==> src/rtl/rtss_pkg.sv <==
// Package: constants and types for the reset and test strap sampler
package rtss_pkg;

    // ----------------------------------------------------------------
    // Geometry
    // ----------------------------------------------------------------
    localparam int unsigned TEST_POINT_COUNT = 8;   // Number of test-point pins

    // ----------------------------------------------------------------
    // Timing
    // ----------------------------------------------------------------
    localparam int unsigned CLK_FREQ_HZ      = 40000000;   // Core clock rate
    localparam int unsigned STRAP_DELAY_NS   = 1500;       // Strap sample delay, 1.5 us
    // Cycles from synchronised release to sample (nominal figure, rounded down)
    localparam int unsigned STRAP_DELAY_CYC  =
        (STRAP_DELAY_NS * (CLK_FREQ_HZ / 1000000)) / 1000 < 1 ? 1 :
        (STRAP_DELAY_NS * (CLK_FREQ_HZ / 1000000)) / 1000;
    localparam int unsigned STRAP_CNT_W      = 8;          // Width of the delay counter

    // ----------------------------------------------------------------
    // Reset values
    // ----------------------------------------------------------------
    localparam logic [TEST_POINT_COUNT-1:0] TEST_MODE_NORMAL = 8'h00;   // Pulled-down default
    localparam logic [TEST_POINT_COUNT-1:0] TEST_OUT_RESET   = 8'h00;   // Idle test output value

    // ----------------------------------------------------------------
    // Types
    // ----------------------------------------------------------------
    typedef enum logic [1:0]
    {
        RTSS_HELD,      // Power-on reset asserted
        RTSS_WAIT,      // Counting down to the strap sample
        RTSS_RUN        // Strap taken, pins driven, configuring
    } rtss_state_t;

    // Two-signal view of the test-point pins
    typedef struct packed
    {
        logic [TEST_POINT_COUNT-1:0] out;   // Value driven onto the pins
        logic [TEST_POINT_COUNT-1:0] oe;    // High while the block drives
    } rtss_pin_drive_t;

endpackage

==> src/rtl/rtss_reset_strap.sv <==
// Module: power-on reset release, test strap sampling and test-pin drive
`timescale 1ns/100ps
// How it works
// - Outputs other than the pulldown enables stay inactive while reset held low
// - Rising reset edge starts self-configuration
// - All eight test pins tri-stated during reset
// - Sample pins 1.5 us after release, then drive
// - Weak pulldowns make normal mode the default
// - Pins only reserved test outputs in normal use
module rtss_reset_strap #(
    parameter int unsigned STRAP_DELAY_CYC = rtss_pkg::STRAP_DELAY_CYC
) (
    // Core clock and reset
    input  wire logic                                   clk,
    input  wire logic                                   rst,
    // Power-on reset pin, asynchronous to clk
    input  wire logic                                   power_on_reset_n,
    // Test-point pins, split into four signals
    input  wire logic [rtss_pkg::TEST_POINT_COUNT-1:0]  test_point_pin_in,
    output logic      [rtss_pkg::TEST_POINT_COUNT-1:0]  test_point_pin_out,
    output logic      [rtss_pkg::TEST_POINT_COUNT-1:0]  test_point_pin_oe,
    output logic      [rtss_pkg::TEST_POINT_COUNT-1:0]  test_point_pin_pd_en,
    // Test-port reset pin, only observed
    input  wire logic                                   test_port_reset_n,
    // Test values from the core for driving after the strap
    input  wire logic [rtss_pkg::TEST_POINT_COUNT-1:0]  test_out_value,
    // Results to the rest of the device
    output logic                                        core_reset_n,
    output logic                                        config_start,
    output logic                                        config_active,
    output logic [rtss_pkg::TEST_POINT_COUNT-1:0]       test_mode,
    output logic                                        test_mode_valid,
    output logic                                        test_port_reset_seen
);

    // ----------------------------------------------------------------
    // Declarations
    // ----------------------------------------------------------------
    logic                               por_meta;       // First sync stage, read by por_sync only
    logic                               por_sync;       // Synchronised reset level
    logic                               por_prev;       // Previous synchronised level
    logic [rtss_pkg::TEST_POINT_COUNT-1:0] tp_meta;     // First sync stage of the pins
    logic [rtss_pkg::TEST_POINT_COUNT-1:0] tp_sync;     // Synchronised pin levels
    logic                               trst_meta;      // First sync stage of test-port reset
    logic                               trst_sync;      // Synchronised test-port reset
    logic [rtss_pkg::STRAP_CNT_W-1:0]   strap_cnt;      // Delay counter to the sample
    rtss_pkg::rtss_state_t              state;          // Sequencer state
    rtss_pkg::rtss_state_t              next_state;     // Next sequencer state
    rtss_pkg::rtss_pin_drive_t          pin_drive;      // Registered pin drive
    logic                               release_edge;   // Low-to-high on synced reset
    logic                               sample_now;     // Strap sample instant

    localparam logic [rtss_pkg::STRAP_CNT_W-1:0] DELAY_LAST =
        rtss_pkg::STRAP_CNT_W'(STRAP_DELAY_CYC - 1);    // Terminal count

    // ----------------------------------------------------------------
    // Input synchronisers
    // ----------------------------------------------------------------

    // Two stages on the reset pin; a low takes two cycles to reach por_sync, like a high
    always_ff @(posedge clk)
    begin
        if (rst)
        begin
            por_meta <= 1'b0;
            por_sync <= 1'b0;
        end
        else
        begin
            por_meta <= power_on_reset_n;
            por_sync <= por_meta;
        end
    end

    // Edge detector reads only the second stage
    always_ff @(posedge clk)
    begin
        if (rst)
            por_prev <= 1'b0;
        else
            por_prev <= por_sync;
    end

    // Pins cross into clk before the sample reads them
    always_ff @(posedge clk)
    begin
        if (rst)
        begin
            tp_meta <= rtss_pkg::TEST_MODE_NORMAL;
            tp_sync <= rtss_pkg::TEST_MODE_NORMAL;
        end
        else
        begin
            tp_meta <= test_point_pin_in;
            tp_sync <= tp_meta;
        end
    end

    // Test-port reset observed only, so a stuck-high board shows up
    always_ff @(posedge clk)
    begin
        if (rst)
        begin
            trst_meta <= 1'b0;
            trst_sync <= 1'b0;
        end
        else
        begin
            trst_meta <= test_port_reset_n;
            trst_sync <= trst_meta;
        end
    end

    assign release_edge = por_sync && !por_prev;
    assign sample_now   = (state == rtss_pkg::RTSS_WAIT) && (strap_cnt == DELAY_LAST);

    // ----------------------------------------------------------------
    // Sequencer
    // ----------------------------------------------------------------

    // Next state; any low reset level returns to held
    always_comb
    begin
        next_state = state;
        case (state)
            rtss_pkg::RTSS_HELD:
            begin
                if (release_edge)
                    next_state = rtss_pkg::RTSS_WAIT;
            end
            rtss_pkg::RTSS_WAIT:
            begin
                if (!por_sync)
                    next_state = rtss_pkg::RTSS_HELD;
                else if (sample_now)
                    next_state = rtss_pkg::RTSS_RUN;
            end
            rtss_pkg::RTSS_RUN:
            begin
                if (!por_sync)
                    next_state = rtss_pkg::RTSS_HELD;
            end
            default:
                next_state = rtss_pkg::RTSS_HELD;
        endcase
    end

    // State register
    always_ff @(posedge clk)
    begin
        if (rst)
            state <= rtss_pkg::RTSS_HELD;
        else
            state <= next_state;
    end

    // Delay counter, cleared outside the wait so each release times afresh
    always_ff @(posedge clk)
    begin
        if (rst || state != rtss_pkg::RTSS_WAIT)
            strap_cnt <= '0;
        else
            strap_cnt <= strap_cnt + 1'b1;
    end

    // ----------------------------------------------------------------
    // Strap capture
    // ----------------------------------------------------------------

    // Taken once per release; pulldowns make all-zero the normal mode
    always_ff @(posedge clk)
    begin
        if (rst || state == rtss_pkg::RTSS_HELD)
        begin
            test_mode       <= rtss_pkg::TEST_MODE_NORMAL;
            test_mode_valid <= 1'b0;
        end
        else if (sample_now && por_sync)
        begin
            test_mode       <= tp_sync;
            test_mode_valid <= 1'b1;
        end
    end

    // ----------------------------------------------------------------
    // Pin drive
    // ----------------------------------------------------------------

    // Tri-state until sampled, then drive as reserved test outputs
    always_ff @(posedge clk)
    begin
        if (rst || next_state != rtss_pkg::RTSS_RUN)
        begin
            pin_drive.out <= rtss_pkg::TEST_OUT_RESET;
            pin_drive.oe  <= '0;
        end
        else
        begin
            pin_drive.out <= test_out_value;
            pin_drive.oe  <= '1;
        end
    end

    assign test_point_pin_out   = pin_drive.out;
    assign test_point_pin_oe    = pin_drive.oe;
    assign test_point_pin_pd_en = '1;

    // ----------------------------------------------------------------
    // Device-wide status
    // ----------------------------------------------------------------

    // Start pulse and active level follow the sample; all low in reset
    always_ff @(posedge clk)
    begin
        if (rst || !por_sync)
        begin
            core_reset_n  <= 1'b0;
            config_start  <= 1'b0;
            config_active <= 1'b0;
        end
        else
        begin
            core_reset_n  <= 1'b1;
            config_start  <= sample_now;
            config_active <= config_active || sample_now;
        end
    end

    // Flag a high test-port reset seen while the synchronised reset is high (board fault)
    always_ff @(posedge clk)
    begin
        if (rst)
            test_port_reset_seen <= 1'b0;
        else
            test_port_reset_seen <= trst_sync && por_sync;
    end

endmodule

==> config.mk <==
export PLATFORM = sky130hd
export DESIGN_NAME = rtss_reset_strap
export DESIGN_NICKNAME = d
export VERILOG_FILES = /design/src/rtl/rtss_pkg.sv /design/src/rtl/rtss_reset_strap.sv
export SDC_FILE = /design/constraint.sdc
export NUM_CORES = 1
export LEC_CHECK = 0
export CAP_MARGIN = 20
export CORE_MARGIN = 2
export CORE_UTILIZATION = 59
export CTS_BUF_LIST = sky130_fd_sc_hd__clkbuf_4 sky130_fd_sc_hd__clkbuf_8
export DETAILED_ROUTE_END_ITERATION = 10
export DONT_BUFFER_PORTS = 1
export PLACE_DENSITY_LB_ADDON = 0.12
export SLEW_MARGIN = 25
export SYNTH_ARGS = -nofsm -noshare
export SYNTH_HDL_FRONTEND = slang
export SYNTH_SLANG_ARGS = --single-unit
==> constraint.sdc <==
create_clock -name clk -period 1.9 [get_ports clk]
set_input_delay 0.095 -clock clk [delete_from_list [all_inputs] [get_ports clk]]
set_output_delay 0.095 -clock clk [all_outputs]
set_load 0.05 [all_outputs]
==> results.md <==
* DR pass1 iterations at 4
* 1st-iter DRT viols at 47
* Number of synthesized flops with an enable pin at 0
* HPWL after DPL at 1.71 mm
* Buf/Inv on CP at 1
* Min cycle time layout at 1.77 ns
* Grt ovf at 0
* FMAX at 0.565 GHz
* CP max-delay cell: or4b_4
* Final Core Density at 0.695
* I/O pin count at 57
* Core Rows at 20
* Most frequent cells in the layout: 50 x dfxtp_1, 20 x nor2b_1, 19 x dlygate4sd3_1
* # diodes at 0
* Static Leakage at approximately 0.81 nW
* Post-layout net count at 209
* Cell Area, Placed at between 0.0015 and 0.002 mm²
* CTS tree: done
* Commonest non-fill, non-tap cell in the layout: dfxtp_1
* Max_cap viols at 0
* Final Max Slew Viols at 0
* Core area at 0.00300 mm²
* Post-DR wirelength/cell at around 12 µm
* CP Capture Type: register
* Synth Flop Type: dfxtp_1
* Top cell type by total area after synthesis: dfxtp_1
* Die Width at 59.8 µm
* Family with the most delay on the worst path: simple AND/OR/NAND/NOR gates
* Post-CTS Setup Inserts at 0
* First-pass GRT wire length at between 4 and 5 mm
* IO Port Bufs at 0
* Yosys cell types at 31
* Slowest stage delay, CP at around 0.53 ns
* Ranking of synthesized cells by area: dfxtp_1 58%, nor2b_1 6.8%, buf_4 6.1%
* CTS clock-pin slew for the worst setup and hold paths at 0.14 ns
* Total number of vias at ~1.1k
* # DRC at 0
* CTS Root Cell: clkbuf_4
* GPL Wtd Cong at ~0.70
* Starting density of the core at 0.612
* RSZ-0062 raised after global routing: false
* DR vias/cell at 4.86
* Rel. slew slack at 0.513
* Crit path cell chain: ha_1 -> or4b_4 -> nor4_4 -> buf_12 -> mux2i_1
* Power density over cell area at 887 mW/mm²
* CTS Buffer Depth at 2
* Post-route ant nets at 0
* Final WL at roughly 2.7 mm
* Synth-to-Final Area Change at 13.5%
* Final setup viols at 0
* Layout Skew at ~0.0097 ns
* Hold Fails Final Rpt at 0
* Layout cell share with drive strength beyond 1 at 0.101
* Status: complete, no violations
* Cell area after synthesis at 0.00184 mm²
* Max FO, Critical Path at 9
* Slew @ Worst Pin at 0.728 ns
* Async set or reset register ratio after synthesis at 0
* Flops & latches, synth at 53
* Die Area at ~0.0036 mm²
* Critical Path AT at 2.07 ns
* Synthesized area per cell at approximately 11 µm²
* Fin area at between 0.002 and 0.0025 mm²
* Synthesized instance count at between 150 and 200
* Hold crit path type: in2reg
* TritonCTS Sinks at 53
* Peak supply drop at 747 µV
* Yosys Warn Count at 0
* Vias in the first global route at 1045
* CTS Buf Count at 5
* Initial antenna violation count at 0
* H-tree depth at 2
* GRT Resource Usage Total at 0.172
* Final Cycle Share at 0.931
* Largest net degree at the start of global routing at 23
* Kind of start point of the critical path: register
* Required @ worst endpoint at 2.20 ns
* Sequential fraction of the synthesis area at 0.577
* TNS Setup at 0 ns
* Synth top area share at 0.577
* Die height at ~60 µm
* Crit Path Class: reg2reg
* Clk Latency, worst-skew pair at 0.36 ns
==> per-stage QoR <==
stage | total power, mW | instances | worst slack, ns | hold slack, ns
global route | 1.93 | 222 | 0.0275 | 0.0302
global placement | 1.22 | 195 | 0.177 | 0.168
detailed placement | 1.22 | 195 | 0.0944 | 0.169
CTS | 1.87 | 222 | 0.0824 | 0.0284
finish | 1.85 | 222 | 0.130 | 0.0298
floorplan | 1.24 | 181 | 0.182 | 0.223
==> flip-flops by register name, indices dropped and copies added, names as in the netlist, 2 cells and up <==
signal and cells:
state 2, strap_cnt 8, test_mode 8, test_point_pin_out 8, tp_meta 8, tp_sync 8
==> metal layers <==
| layer | global-route usage | vias to the layer above | routed length (µm) |
|---|---|---|---|
| met1 | 0.211 | 477 | 1200 |
| met4 | 0.0794 | 0 | 36 |
| li1 | - | 569 | - |
| met5 | 0 | - | 0 |
| met2 | 0.278 | 28 | 1290 |
| met3 | 0.0519 | 5 | 163 |
==> power by group <==
group | internal (mW) | switching [mW] | total, mW
clock | 0.279 | 0.339 | 0.619
sequential | 1.13 | 0.00756 | 1.14
combinational | 0.0385 | 0.0555 | 0.0940
total | 1.45 | 0.403 | 1.85
==> final timing paths <==
| kind | from | to | slack [ns] | cells after the start |
|---|---|---|---|---|
| min reg2reg | trst_sync$_SDFF_PP0_ | test_port_reset_seen$_SDFF_PP0_ | 0.45 | 1 |
| max | strap_cnt[0]$_SDFF_PP0_ | test_mode[2]$_SDFFE_PP0P_ | 0.13 | 5 |
| max reg2reg | strap_cnt[0]$_SDFF_PP0_ | test_mode[2]$_SDFFE_PP0P_ | 0.13 | 5 |
| min | rst | strap_cnt[0]$_SDFF_PP0_ | 0.03 | 2 |
==> cell usage after synthesis, types with 2 or more instances <==
library cell and number:
dfxtp_1 53, nor2b_1 20, nand2_1 18, buf_4 15, and3_1 8, mux2i_1 8, clkbuf_1 6, nor2_1 5
and2_1 4, inv_1 4, a21oi_1 3, nand2b_1 3, o21ai_0 3, or3_1 3, nand3_1 2, nor3_1 2
o21a_1 2, xor2_1 2
==> cells by family after synthesis <==
kind of cell,share of synthesized area
AOI/OAI and AO/OA,0.0463
other,0.00204
and+or+nand+nor,0.222
xor gates and xnor gates,0.0143
muxes,0.0436
DFF,0.577
buffers and inverters,0.0878
adders and majority gates,0.00681
==> final cells by class <==
class / instances / area, µm²
sequential: 53 / 1070
timing repair buffer: 22 / 238
fill: 218 / 916
tap: 33 / 41.3
clock inverter: 3 / 46.3
inverter: 4 / 15.0
multi-input combinational: 102 / 642
clock buffer: 5 / 37.5
==> what timing repair did <==
item	in CTS	in global routing
hold buffers	19	0
gates resized for setup	0	2
setup endpoints to repair	0	2
hold endpoints to repair	32	0
Power figures use the tool's default switching activity.
